<file path="src/rtl/mmfc_pkg.sv">
// Constants, types and register map for the translation fault checker
package mmfc_pkg;
    // APB register byte offsets
    localparam logic [7:0] MMFC_OFS_CTRL     = 8'h00;
    localparam logic [7:0] MMFC_OFS_TSB_CFG  = 8'h04;
    localparam logic [7:0] MMFC_OFS_BASE_LO  = 8'h08;
    localparam logic [7:0] MMFC_OFS_BASE_HI  = 8'h0C;
    localparam logic [7:0] MMFC_OFS_WATCH_LO = 8'h10;
    localparam logic [7:0] MMFC_OFS_WATCH_HI = 8'h14;
    localparam logic [7:0] MMFC_OFS_STATUS   = 8'h18;
    localparam logic [7:0] MMFC_OFS_MASK     = 8'h1C;
    localparam logic [7:0] MMFC_OFS_LASTVA_LO = 8'h20;
    localparam logic [7:0] MMFC_OFS_LASTVA_HI = 8'h24;
    // Control register fields
    localparam int MMFC_CTRL_SPLIT    = 0;
    localparam int MMFC_CTRL_WATCH_EN = 1;
    localparam int MMFC_CTRL_FETCH_EN = 2;
    localparam logic [2:0] MMFC_CTRL_RESET = 3'h0;
    localparam logic [3:0] MMFC_SIZE_RESET = 4'h0;
    // Buffer geometry: 512 entries (2^9) up to 16M entries (2^24)
    localparam logic [4:0] MMFC_MIN_LOG2 = 5'h09;
    localparam logic [4:0] MMFC_MAX_LOG2 = 5'h18;
    localparam logic [4:0] MMFC_ENTRY_LOG2 = 5'h04;
    // Page shifts for the two hardware-indexed page sizes
    localparam int MMFC_PS0_SHIFT = 13;
    localparam int MMFC_PS1_SHIFT = 22;
    // Legacy tag keeps bits 63:22, dropping 21:13
    localparam int MMFC_TAG_LSB = 22;
    // Implemented virtual address width and top bit
    localparam int MMFC_VA_MSB = 47;
    localparam int MMFC_IO_BIT = 39;
    // Status / mask bit positions
    localparam int MMFC_EV_DATA  = 0;
    localparam int MMFC_EV_INSTR = 1;
    localparam int MMFC_EV_ALIGN = 2;
    localparam int MMFC_EV_PRIV  = 3;
    localparam int MMFC_EV_WATCH = 4;
    localparam int MMFC_EV_W     = 5;
    // Data fault cause bits
    localparam int MMFC_C_PRIV  = 0;
    localparam int MMFC_C_SIDE  = 1;
    localparam int MMFC_C_ATOM  = 2;
    localparam int MMFC_C_ASI   = 3;
    localparam int MMFC_C_NFO   = 4;
    localparam int MMFC_C_RANGE = 5;
    localparam int MMFC_C_W     = 6;

    typedef enum logic [2:0] {
        MMFC_FT_NONE, MMFC_FT_DATA, MMFC_FT_INSTR,
        MMFC_FT_ALIGN, MMFC_FT_RESTRICT, MMFC_FT_WATCH
    } mmfc_fault_e;

    // Access presented by the fetch or load/store pipeline
    typedef struct packed {
        logic        valid;
        logic        fetch;
        logic        load;
        logic        store;
        logic        atomic;
        logic        jump_and_link_ret;     // jump_and_link or return target
        logic        nf_load;      // speculative non-faulting load
        logic [1:0]  size_log2;    // access size as log2 of bytes
        logic [63:0] va;
        logic        pg_priv;      // page mapping entry privileged bit
        logic        pg_side;      // side-effect bit
        logic        pg_nfo;       // no-fault-only bit
        logic        alt;          // alternate_space_id access
        logic        asi_bad;      // invalid alternate_space_id
        logic        asi_va_bad;   // invalid VA for that space
        logic        rd_wonly;     // read of a write-only register
        logic        wr_ronly;     // write of a read-only register
        logic        restricted;   // restricted alternate space
        logic        nf_space;     // primary/secondary no-fault space
    } mmfc_req_s;

    // Fault report to the trap logic
    typedef struct packed {
        logic              valid;
        mmfc_fault_e       ftype;
        logic [MMFC_C_W-1:0] causes;
        logic [63:0]       addr;   // masked / sign-extended address
    } mmfc_rpt_s;
endpackage : mmfc_pkg

</file>
<file path="src/rtl/mmfc_check.sv">
// Fault checker and translation buffer pointer former with APB registers
//
// The register offsets and the APB slave port were left to the implementer.
`timescale 1ns/1ps
module mmfc_check
    import mmfc_pkg::*;
(
    // Clock and reset
    input  wire logic        pclk,
    input  wire logic        presetn,
    // APB slave
    input  wire logic        psel,
    input  wire logic        penable,
    input  wire logic        pwrite,
    input  wire logic [7:0]  paddr,
    input  wire logic [31:0] pwdata,
    output logic      [31:0] prdata,
    output logic             pready,
    output logic             pslverr,
    // Core state
    input  wire logic        privileged_mode_bit,
    input  wire logic        address_mask_bit,
    // Pipeline access and fault report
    input  wire mmfc_req_s   req,
    output mmfc_rpt_s        rpt,
    // Buffer pointers and legacy tag
    output logic      [63:0] first_page_size_pointer,
    output logic      [63:0] second_page_size_pointer,
    output logic      [41:0] legacy_tag,
    // Interrupt
    output logic             irq
);
    // Software registers
    logic [2:0]          ctrl;
    logic [3:0]          tsb_size;
    logic [63:0]         tsb_base;
    logic [63:0]         watch_va;
    logic [MMFC_EV_W-1:0] status;
    logic [MMFC_EV_W-1:0] mask;
    logic [63:0]         last_va;

    // APB strobes; access takes two cycles, answered by pready
    wire       acc    = psel && penable && !pready;
    wire       wr_en  = psel && penable && pready && pwrite;
    wire       hit_ctrl  = (paddr == MMFC_OFS_CTRL);
    wire       hit_size  = (paddr == MMFC_OFS_TSB_CFG);
    wire       hit_blo   = (paddr == MMFC_OFS_BASE_LO);
    wire       hit_bhi   = (paddr == MMFC_OFS_BASE_HI);
    wire       hit_wlo   = (paddr == MMFC_OFS_WATCH_LO);
    wire       hit_whi   = (paddr == MMFC_OFS_WATCH_HI);
    wire       hit_stat  = (paddr == MMFC_OFS_STATUS);
    wire       hit_mask  = (paddr == MMFC_OFS_MASK);
    wire       hit_llo   = (paddr == MMFC_OFS_LASTVA_LO);
    wire       hit_lhi   = (paddr == MMFC_OFS_LASTVA_HI);
    wire       hit_any   = hit_ctrl | hit_size | hit_blo | hit_bhi
                         | hit_wlo | hit_whi | hit_stat | hit_mask
                         | hit_llo | hit_lhi;
    wire       bad_wr    = pwrite && (hit_stat ? 1'b0 : (hit_llo|hit_lhi));
    logic [31:0] rd_mux;

    // Read selection
    always_comb begin
        if (hit_ctrl)      rd_mux = {29'h0, ctrl};
        else if (hit_size) rd_mux = {28'h0, tsb_size};
        else if (hit_blo)  rd_mux = tsb_base[31:0];
        else if (hit_bhi)  rd_mux = tsb_base[63:32];
        else if (hit_wlo)  rd_mux = watch_va[31:0];
        else if (hit_whi)  rd_mux = watch_va[63:32];
        else if (hit_stat) rd_mux = {27'h0, status};
        else if (hit_mask) rd_mux = {27'h0, mask};
        else if (hit_llo)  rd_mux = last_va[31:0];
        else if (hit_lhi)  rd_mux = last_va[63:32];
        else               rd_mux = 32'h0;
    end

    // APB answer
    always_ff @(posedge pclk or negedge presetn) begin
        if (!presetn) begin
            pready  <= 1'b0;
            prdata  <= 32'h0;
            pslverr <= 1'b0;
        end else begin
            pready  <= acc;
            prdata  <= (acc && !pwrite) ? rd_mux : 32'h0;
            pslverr <= acc && (!hit_any || bad_wr);
        end
    end

    // Writable configuration
    always_ff @(posedge pclk or negedge presetn) begin
        if (!presetn) begin
            ctrl     <= MMFC_CTRL_RESET;
            tsb_size <= MMFC_SIZE_RESET;
            tsb_base <= 64'h0;
            watch_va <= 64'h0;
            mask     <= '0;
        end else if (wr_en) begin
            if (hit_ctrl) ctrl     <= pwdata[2:0];
            if (hit_size) tsb_size <= pwdata[3:0];
            if (hit_blo)  tsb_base[31:0]  <= pwdata;
            if (hit_bhi)  tsb_base[63:32] <= pwdata;
            if (hit_wlo)  watch_va[31:0]  <= pwdata;
            if (hit_whi)  watch_va[63:32] <= pwdata;
            if (hit_mask) mask <= pwdata[MMFC_EV_W-1:0];
        end
    end

    // Pointer formation
    wire [5:0]  n_raw   = {2'h0, tsb_size} + {1'b0, MMFC_MIN_LOG2};
    wire [4:0]  n_log2  = (n_raw > {1'b0, MMFC_MAX_LOG2}) ? MMFC_MAX_LOG2
                                                          : n_raw[4:0];
    wire [63:0] idx_mask = (64'h1 << n_log2) - 64'h1;
    wire [63:0] vpn0    = req.va >> MMFC_PS0_SHIFT;
    wire [63:0] vpn1    = req.va >> MMFC_PS1_SHIFT;
    wire [63:0] off0    = (vpn0 & idx_mask) << MMFC_ENTRY_LOG2;
    wire [63:0] off1    = (vpn1 & idx_mask) << MMFC_ENTRY_LOG2;
    wire [63:0] half    = 64'h1 << (n_log2 + MMFC_ENTRY_LOG2);
    wire [63:0] base1   = ctrl[MMFC_CTRL_SPLIT] ? tsb_base + half
                                                : tsb_base;
    // Only two page sizes get hardware pointers
    wire [63:0] next_p0 = tsb_base + off0;
    wire [63:0] next_p1 = base1 + off1;

    // Range, masking and sign extension of the access address
    wire        upper_same = (&req.va[63:MMFC_VA_MSB])
                           | ~(|req.va[63:MMFC_VA_MSB]);
    wire        out_range  = !address_mask_bit && !upper_same;
    wire [63:0] va_sx   = {{16{req.va[MMFC_VA_MSB]}},
                           req.va[MMFC_VA_MSB:0]};
    wire [63:0] va_out  = address_mask_bit ? {32'h0, req.va[31:0]}
                                           : va_sx;

    // Data fault causes, each raised independently
    wire        dacc     = req.valid && !req.fetch;
    wire        user     = !privileged_mode_bit;
    wire        restr    = dacc && req.alt && req.restricted && user;
    logic [MMFC_C_W-1:0] causes;
    assign causes[MMFC_C_PRIV]  = dacc && req.pg_priv && user;
    assign causes[MMFC_C_SIDE]  = dacc && req.nf_load && req.pg_side;
    assign causes[MMFC_C_ATOM]  = dacc && req.atomic
                                && req.va[MMFC_IO_BIT];
    assign causes[MMFC_C_ASI]   = dacc && req.alt && !restr
                                && (req.asi_bad || req.asi_va_bad
                                    || req.rd_wonly || req.wr_ronly);
    assign causes[MMFC_C_NFO]   = dacc && req.pg_nfo
                                && !(req.alt && req.nf_space);
    assign causes[MMFC_C_RANGE] = dacc && out_range;

    // Fetch, alignment and watch checks
    wire        ifault  = req.valid && req.fetch && ctrl[MMFC_CTRL_FETCH_EN]
                        && ((req.pg_priv && user) || out_range);
    wire [2:0]  alow    = req.va[2:0] & ((3'h1 << req.size_log2) - 3'h1);
    wire        alfault = req.valid && (req.load || req.store
                        || req.atomic || req.jump_and_link_ret) && (alow != 3'h0);
    wire        watch   = dacc && ctrl[MMFC_CTRL_WATCH_EN]
                        && (req.load || req.store)
                        && (va_sx == watch_va);
    wire        dfault  = |causes;

    // One type code per report; causes carry every data indication
    mmfc_fault_e next_type;
    always_comb begin
        if (alfault)      next_type = MMFC_FT_ALIGN;
        else if (restr)   next_type = MMFC_FT_RESTRICT;
        else if (ifault)  next_type = MMFC_FT_INSTR;
        else if (dfault)  next_type = MMFC_FT_DATA;
        else if (watch)   next_type = MMFC_FT_WATCH;
        else              next_type = MMFC_FT_NONE;
    end
    wire [MMFC_EV_W-1:0] ev = {watch, restr, alfault, ifault, dfault};

    // Report and pointer registers
    always_ff @(posedge pclk or negedge presetn) begin
        if (!presetn) begin
            rpt                      <= '0;
            first_page_size_pointer  <= 64'h0;
            second_page_size_pointer <= 64'h0;
            legacy_tag               <= 42'h0;
            last_va                  <= 64'h0;
        end else begin
            rpt.valid  <= next_type != MMFC_FT_NONE;
            rpt.ftype  <= next_type;
            rpt.causes <= causes;
            rpt.addr   <= va_out;
            if (req.valid) begin
                first_page_size_pointer  <= next_p0;
                second_page_size_pointer <= next_p1;
                legacy_tag <= va_out[63:MMFC_TAG_LSB];
            end
            if (next_type != MMFC_FT_NONE) last_va <= va_out;
        end
    end

    // Sticky status, set wins over write-one clear
    always_ff @(posedge pclk or negedge presetn) begin
        if (!presetn) begin
            status <= '0;
            irq    <= 1'b0;
        end else begin
            status <= (status & ~((wr_en && hit_stat)
                                  ? pwdata[MMFC_EV_W-1:0] : '0)) | ev;
            irq    <= |(status & mask);
        end
    end
endmodule : mmfc_check

</file>
<file path="config.mk">
export PLATFORM = sky130hd
export DESIGN_NAME = mmfc_check
export DESIGN_NICKNAME = d
export VERILOG_FILES = /design/src/rtl/mmfc_pkg.sv /design/src/rtl/mmfc_check.sv
export SDC_FILE = /design/constraint.sdc
export NUM_CORES = 1
export LEC_CHECK = 0
export ABC_CLOCK_PERIOD_IN_PS = 20300
export BUFFER_PORTS_ARGS = -buffer_cell sky130_fd_sc_hd__buf_2
export CAP_MARGIN = 20
export CORE_MARGIN = 2
export CORE_UTILIZATION = 25
export CTS_CLUSTER_DIAMETER = 30
export DETAILED_ROUTE_END_ITERATION = 7
export PLACE_DENSITY = 0.41
export SLEW_MARGIN = 20
export SYNTH_ARGS = -nofsm -noshare
export SYNTH_HDL_FRONTEND = slang
export SYNTH_SLANG_ARGS = --single-unit
</file>
<file path="constraint.sdc">
create_clock -name pclk -period 20.3 [get_ports pclk]
set_input_delay 6.09 -clock pclk [delete_from_list [all_inputs] [get_ports pclk]]
set_output_delay 6.09 -clock pclk [all_outputs]
set_load 0.01 [all_outputs]
</file>
==> results.md, run 1 <==
* Status: finished, final reports clean
* CTS tree: built
* Ant diodes at 0
* Max-cap violations at 0
* Final net count at approximately 3.5k
* Lkg Pwr at 17.1 nW
* RePlAce Congestion at 0.904
* First-pass GRT wire length at about 170000 um
* IO Count at 409
* Gate Count Post-Synth at between 2k and 3k
* Initial antenna violation count at 21
* PD cells at 94.6 mW/mm2
* Via/cell ratio at about 5.0
* Post-DRT Antenna Nets at 0
* Detailed placer's ending HPWL at 90900 um
* RSZ-0062 raised after global routing: false
* Reg power frac at 0.280
* Die X at around 340 um
* Synth area leaders: dfrtp_1 (40%), mux2_2 (13%), ha_1 (5.8%)
* Library cells used by synthesis at 80
* Num CTS Buffers at between 100 and 150
* CP max stage delay at between 600 and 700 ps
* Netlist Area Pre-Place at about 0.027 mm2
* Mean post-synth cell area at 9.89 um2
* Die Ht at around 340 um
* Vias in the first global route at between 20k and 25k
* Worst-Margin Slew at between 1000 and 1500 ps
* Net Sw Frac at 0.253
* GRT Total Usage at 0.207
* Post-layout min period at approximately 9700 ps
* DIE AREA at between 0.1 and 0.15 mm2
* Worst hold margin at between 400 and 500 ps
* TNS Setup at 0 ps
* Crit path buffers/inverters at 1
* IO Port Bufs at between 400 and 500
* Setup CP Type: input pin to flop
* Clock Power Share at 0.648
* CTS Sinks at 440
* Critical Path RT at around 21000 ps
* Crit path capture type: flop
* Slew Limit Fails at 0
* Largest area contributor in the netlist: dfrtp_1
* Hold buffers post-CTS at 0
* Final WL at approximately 120000 um
* Core area at 0.109 mm2
* Worst path top cell family by delay: compound AO/OA/AOI/OAI gates
* Final Cycle Share at 0.477
* Root Driver: clkbuf_16
* Via count at 23.6k
* Post-CTS Setup Inserts at 0
* Layout cells sized above 1 at 0.306
* Net load switching power at 0.856 mW
* Yosys top cell area share at 0.401
* Initial Utilization at 0.252
* Final worst slack at around 11000 ps
* Ys flop type: dfrtp_1
* Synth cell count leaders: dfrtp_1 (440), mux2_2 (326), nand2_1 (182), a21oi_1 (179), nor2_1 (173)
* Crit-path slowest cell: or4_1
* Post-CTS Resized at 0
* Seq/Total Area, Yosys at 0.401
* Worst skew pair latency at about 750 ps
* Clock skew at between 40 and 50 ps
* Post-synth ARST share at 1.00
* CP cell instances: buf_2 -> nor2b_1 -> ha_1 -> o21ai_0 -> a31oi_1 -> a31oi_1 -> o31ai_1 -> a21oi_1 -> o21ai_0 -> o22a_1 -> o21ai_1 -> or4_1 -> o31a_1 -> o31ai_1
* Rows at between 100 and 150
* Crit path DAT at approximately 10000 ps
* Crit Path Max Fanout at 6
* Hold violation total from the final report at 0
* Achievable Freq at 103 MHz
* Max-slew headroom at 0.291
* Clk buf depth at 3
* Drt drc at 0
* Fillers at approximately 11k
* Clk slew on worst S/H paths at 40 ps
* Grt ovf at 0
* Crit start category: input pin
* Layout area overhead at 30.4%
* #FFs+latches synth at 440
* Synth Warn # at 0
* Part of the power in combinational logic at 0.072
* Area of the multi-input gates at roughly 0.016 mm2
* Internal power at 2.53 mW
* First-pass DRT Iterations at 5
* Largest net degree at the start of global routing at between 80 and 90
* Worst IR Drop VDD at 0.0666 mV
* Register area at around 0.011 mm2
* Avg WL per Cell at 24.7 um
* Most numerous cell in the Yosys netlist: dfrtp_1
* Pre-CTS setup slack at roughly 9800 ps
* DR iter-0 viols at ~1.5k
* # H-tree levels at 4
* Hold Crit Class: flop to flop
* Endpoints failing setup at 0
* Number of synthesized flops with an enable pin at 0
final cells by class:
cell class                      instances  area share
Multi-Input combinational cell       2164       0.438
Sequential cell                       440       0.307
Clock buffer                          180       0.107
Timing Repair Buffer                  435      0.0632
Tap cell                             1414      0.0494
Clock inverter                         66      0.0295
Inverter                               52     0.00545
cell usage in the layout (no fill, tap or decap), types with 66 or more instances in the layout:
cell / instances
nor2_1: 170
mux2_2: 326
buf_2: 405
ha_1: 127
dfrtp_1: 440
o21ai_0: 144
nand2_1: 182
xnor2_1: 139
a21oi_1: 179
a21o_1: 77
xor2_1: 66
clkbuf_16: 135
worst min-delay path, stage by stage (launching register included):
cell	delay (ps)
dfrtp_1	330
nand2_1	60
o31ai_1	50
path summary, 6_finish.rpt:
kind                                                               from                                  endpoint  slack, ps  cells past startpoint
worst max-delay path                                            req[36]  second_page_size_pointer[60]$_DFFE_PN0P_      10620                     14
worst min-delay path            first_page_size_pointer[54]$_DFFE_PN0P_   first_page_size_pointer[54]$_DFFE_PN0P_        470                      2
worst max register to register                  tsb_size[0]$_DFFE_PN0P_  second_page_size_pointer[63]$_DFFE_PN0P_      10840                     27
worst min register to register  first_page_size_pointer[54]$_DFFE_PN0P_   first_page_size_pointer[54]$_DFFE_PN0P_        470                      2
max in group asynchronous                                       presetn  second_page_size_pointer[26]$_DFFE_PN0P_      12660                      3
min in group asynchronous                                       presetn                      prdata[20]$_DFF_PN0_       5370                      1
through the flow:
step                      total power [mW]  utilization  cells  cell area (um2)
after CTS                             3.43        0.329   4751            35800
after floorplan                       1.08            -   2826            27700
after detailed placement              1.21        0.284   4505            30900
after global placement                1.21        0.284   4505            30900
final                                 3.39        0.329   4751            35800
after global routing                  3.51        0.329   4751            35800
state kept, by name (all words and copies together) (netlist names):
register	cells
pready	1
prdata	32
second_page_size_pointer	64
rpt	58
tsb_base	64
last_va	48
watch_va	64
ctrl	3
irq	1
status	5
mask	5
pslverr	1
legacy_tag	26
first_page_size_pointer	64
tsb_size	4
layer usage:
layer | up-vias | track usage | wire length (um)
li1 | 11000 | - | -
met1 | 11700 | 0.270 | 52200
met2 | 737 | 0.334 | 54500
met3 | 172 | 0.0532 | 7310
met4 | 22 | 0.0672 | 3230
met5 | - | 0 | 154
power groups by stage:
| stage | combinational, mW | sequential [mW] | clock (mW) |
|---|---|---|---|
| after floorplan | 0.114 | 0.965 | 0 |
| after global placement | 0.246 | 0.960 | 0 |
| after detailed placement | 0.247 | 0.960 | 0 |
| after CTS | 0.248 | 0.949 | 2.24 |
| after global routing | 0.267 | 0.953 | 2.29 |
| final | 0.245 | 0.948 | 2.20 |
logic make-up (layout without fill, tap and decap cells):
family,after synthesis,count (layout),share of synthesized area
compound gates,674,674,0.158
xor+xnor,205,205,0.0654
fa+ha+maj,130,130,0.0600
buf+inv,222,733,0.0351
flops,440,440,0.401
mux,358,358,0.145
other cells,2,52,0.000273
simple gates,745,745,0.135
Note: power is estimated with default switching activity, not from simulation.
==> inputs of run 2 (changes only) <==
--- a/config.mk
+++ b/config.mk
@@ -5,7 +5,7 @@
 export SDC_FILE = /design/constraint.sdc
 export NUM_CORES = 1
 export LEC_CHECK = 0
-export ABC_CLOCK_PERIOD_IN_PS = 20300
+export ABC_CLOCK_PERIOD_IN_PS = 9700
 export BUFFER_PORTS_ARGS = -buffer_cell sky130_fd_sc_hd__buf_2
 export CAP_MARGIN = 20
 export CORE_MARGIN = 2
==> constraint.sdc (replaced) <==
create_clock -name pclk -period 9.7 [get_ports pclk]
set_input_delay 2.91 -clock pclk [delete_from_list [all_inputs] [get_ports pclk]]
set_output_delay 2.91 -clock pclk [all_outputs]
set_load 0.01 [all_outputs]
==> run 2 against run 1 <==
Net effect: utilization shrank 0.19 points; sequential power rose by 110%; clock power increased by 99%; design area is 0.59% lower; global-route usage hardly changed; largest power group unchanged.
==> results.md, run 2 (synthesis gave the netlist of run 1 again) <==
* IO Port Bufs at 408 (unchanged)
* Worst Hold End: second_page_size_pointer[18]$_DFFE_PN0P_
* Post-DRT Antenna Nets at 0 (unchanged)
* Final WL at 117000 um (about the same)
* Crit start category: flop
* Commonest non-fill, non-tap cell in the layout: dfrtp_1
* Avg WL per Cell at 24.7 um (about the same)
* Post-layout min period at about 8700 ps
* DIE AREA at 0.113 mm2 (unchanged)
* Via count at 23.5k (-0.64%)
* Fillers at 11.3k (+0.071%)
* Worst-Margin Slew at 1110 ps (+44.0 ps)
* Commonest non-fill, non-tap cells in the layout: dfrtp_1 (440), buf_2 (405), mux2_2 (326), nand2_1 (182), a21oi_1 (179)
* Achievable Freq at 115 MHz
* Core area at 0.109 mm2 (unchanged)
* Layout cells sized above 1 at 0.302 (-0.00359)
* IO Count at 409 (unchanged)
* CTS tree: built
* # H-tree levels at 4 (unchanged)
* RePlAce Congestion at 0.907 (+0.37%)
* Reg2reg setup slack at 990 ps (-9850 ps)
* Critical Path RT at 10290 ps (-10650 ps)
* RSZ-0062 raised after global routing: false
* Vias in the first global route at 24.1k (-0.47%)
* Initial antenna violation count at 21 (unchanged)
* Hold buffers post-CTS at 0 (unchanged)
* Crit-path slowest cell: o31ai_1
* Layout area overhead at 29.6%
* Worst skew pair latency at 730 ps (-20 ps)
* Reg2Reg Capture Point: second_page_size_pointer[63]$_DFFE_PN0P_
* Crit path DAT at 9300 ps (-1030 ps)
* Rows at 121 (unchanged)
* Max-cap violations at 0 (unchanged)
* Slew Limit Fails at 0 (unchanged)
* Clk slew on worst S/H paths at 40 ps (about the same)
* Hold violation total from the final report at 0 (unchanged)
* Clock Power Share at 0.637 (-0.011)
* Clock skew at 31.2 ps (-18.0 ps)
* Reg power frac at 0.288 (+0.008)
* First-pass DRT Iterations at 5 (unchanged)
* Pre-CTS setup slack at 1240 ps (-8580 ps)
* Die X at 335 um (unchanged)
* Net load switching power at 1.66 mW (+94%)
* CTS Sinks at 440 (unchanged)
* DR iter-0 viols at 1575 (+3.8%)
* Grt ovf at 0 (unchanged)
* PD cells at 193 mW/mm2 (+100%)
* Final Cycle Share at 0.898
* Endpoints failing setup at 0 (unchanged)
* Setup CP Type: flop to flop
* Hold Crit Class: flop to flop
* Initial Utilization at 0.252 (unchanged)
* Worst path top cell family by delay: compound AO/OA/AOI/OAI gates
* GRT Total Usage at 0.207 (-0.000353)
* Max-slew headroom at 0.262 (-0.0294)
* Net Sw Frac at 0.242 (-0.0107)
* CP max stage delay at 840 ps (+220 ps)
* Post-CTS Setup Inserts at 0 (unchanged)
* Pwr Total at 6.87 mW (+100%)
* Crit path buffers/inverters at 3 (+2)
* Lkg Pwr at 17.1 nW (-0.35%)
* Detailed placer's ending HPWL at 91100 um (+0.22%)
* Worst IR Drop VDD at 0.153 mV (+130%)
* Largest net degree at the start of global routing at 140 (+65%)
* Via/cell ratio at 4.95 (-0.55%)
* Reg2reg start: tsb_size[0]$_DFFE_PN0P_
* Part of the power in combinational logic at 0.075 (+0.003)
* Die Ht at 335 um (unchanged)
* First-pass GRT wire length at 170000 um (about the same)
* Internal power at 5.21 mW (+110%)
* Final worst slack at 986 ps (-9630 ps)
* Num CTS Buffers at 131 (-3.0%)
* Root Driver: clkbuf_16
* TNS Setup at 0 ps (unchanged)
* Status: finished, final reports clean
* Final net count at 3487 (-0.029%)
* Drt drc at 0 (unchanged)
* Hold Startpoint: second_page_size_pointer[18]$_DFFE_PN0P_
* Crit Path Max Fanout at 21 (+15)
* Clk buf depth at 3 (unchanged)
* Hold path depth at 2 (unchanged)
* Crit path capture type: flop
* Worst Reg-to-Reg Cells at 30 (+11%)
* Post-CTS Resized at 0 (unchanged)
-- run 2: changes by cell type in the layout (fill, tap and decap cells not counted), sizes merged --
cell / delta
buf: +3
bufinv: -2
clkbuf: +6
clkinv: -13
clkinvlp: -9
diode: +6
inv: +5
-- run 2: how the worst max path moves through the flow --
stage	from	endpoint	slack [ps]	cells after the start
3_5_place_dp	tsb_size[0]$_DFFE_PN0P_	second_page_size_pointer[63]$_DFFE_PN0P_	1240	30
5_1_grt	tsb_size[0]$_DFFE_PN0P_	second_page_size_pointer[55]$_DFFE_PN0P_	260	31
3_3_place_gp	tsb_size[0]$_DFFE_PN0P_	second_page_size_pointer[63]$_DFFE_PN0P_	1350	30
2_1_floorplan	tsb_size[0]$_DFFE_PN0P_	second_page_size_pointer[63]$_DFFE_PN0P_	2590	28
4_1_cts	tsb_size[0]$_DFFE_PN0P_	second_page_size_pointer[63]$_DFFE_PN0P_	1170	30
6_report	tsb_size[0]$_DFFE_PN0P_	second_page_size_pointer[63]$_DFFE_PN0P_	990	30
-- run 2: stage by stage --
step,util,hold WS (ps),cell area (um2),std cells
final,0.327,466,35600,4747
after global routing,0.327,494,35600,4742
after floorplan,-,451,27700,2826
after global placement,0.284,463,31000,4506
after detailed placement,0.284,466,31000,4506
after CTS,0.326,475,35500,4739
-- run 2: per-layer routing --
layer,part of all wire,global-route usage,wire [um],vias up
met5,0.00096,0,112,-
met3,0.052,0.0471,6070,138
met4,0.018,0.0488,2100,18
met1,0.45,0.272,53100,11700
li1,-,-,-,11000
met2,0.48,0.343,55800,644
-- run 2: worst min-delay path: cells and delay by family, from the launching register on --
family / cells / cell delay (ps)
DFF: 1 / 330
and+or+nand+nor: 2 / 90
-- run 2: power groups by stage --
stage | sequential [mW] | clock (mW) | combinational [mW]
floorplan | 2.02 | 0 | 0.238
global placement | 2.00 | 0 | 0.519
detailed placement | 2.01 | 0 | 0.519
CTS | 1.98 | 4.46 | 0.521
global route | 1.99 | 4.58 | 0.561
finish | 1.98 | 4.37 | 0.513
-- run 2: final cells by class --
class                           instances  area [um2]  share of cell area
Multi-Input combinational cell       2164       15700               0.441
Clock inverter                         47         736              0.0207
Timing Repair Buffer                  438        2340              0.0657
Inverter                               52         195             0.00548
Tap cell                             1414        1770              0.0497
Clock buffer                          186        3840               0.108
Antenna cell                            6        15.0            0.000422
Sequential cell                       440       11000               0.309
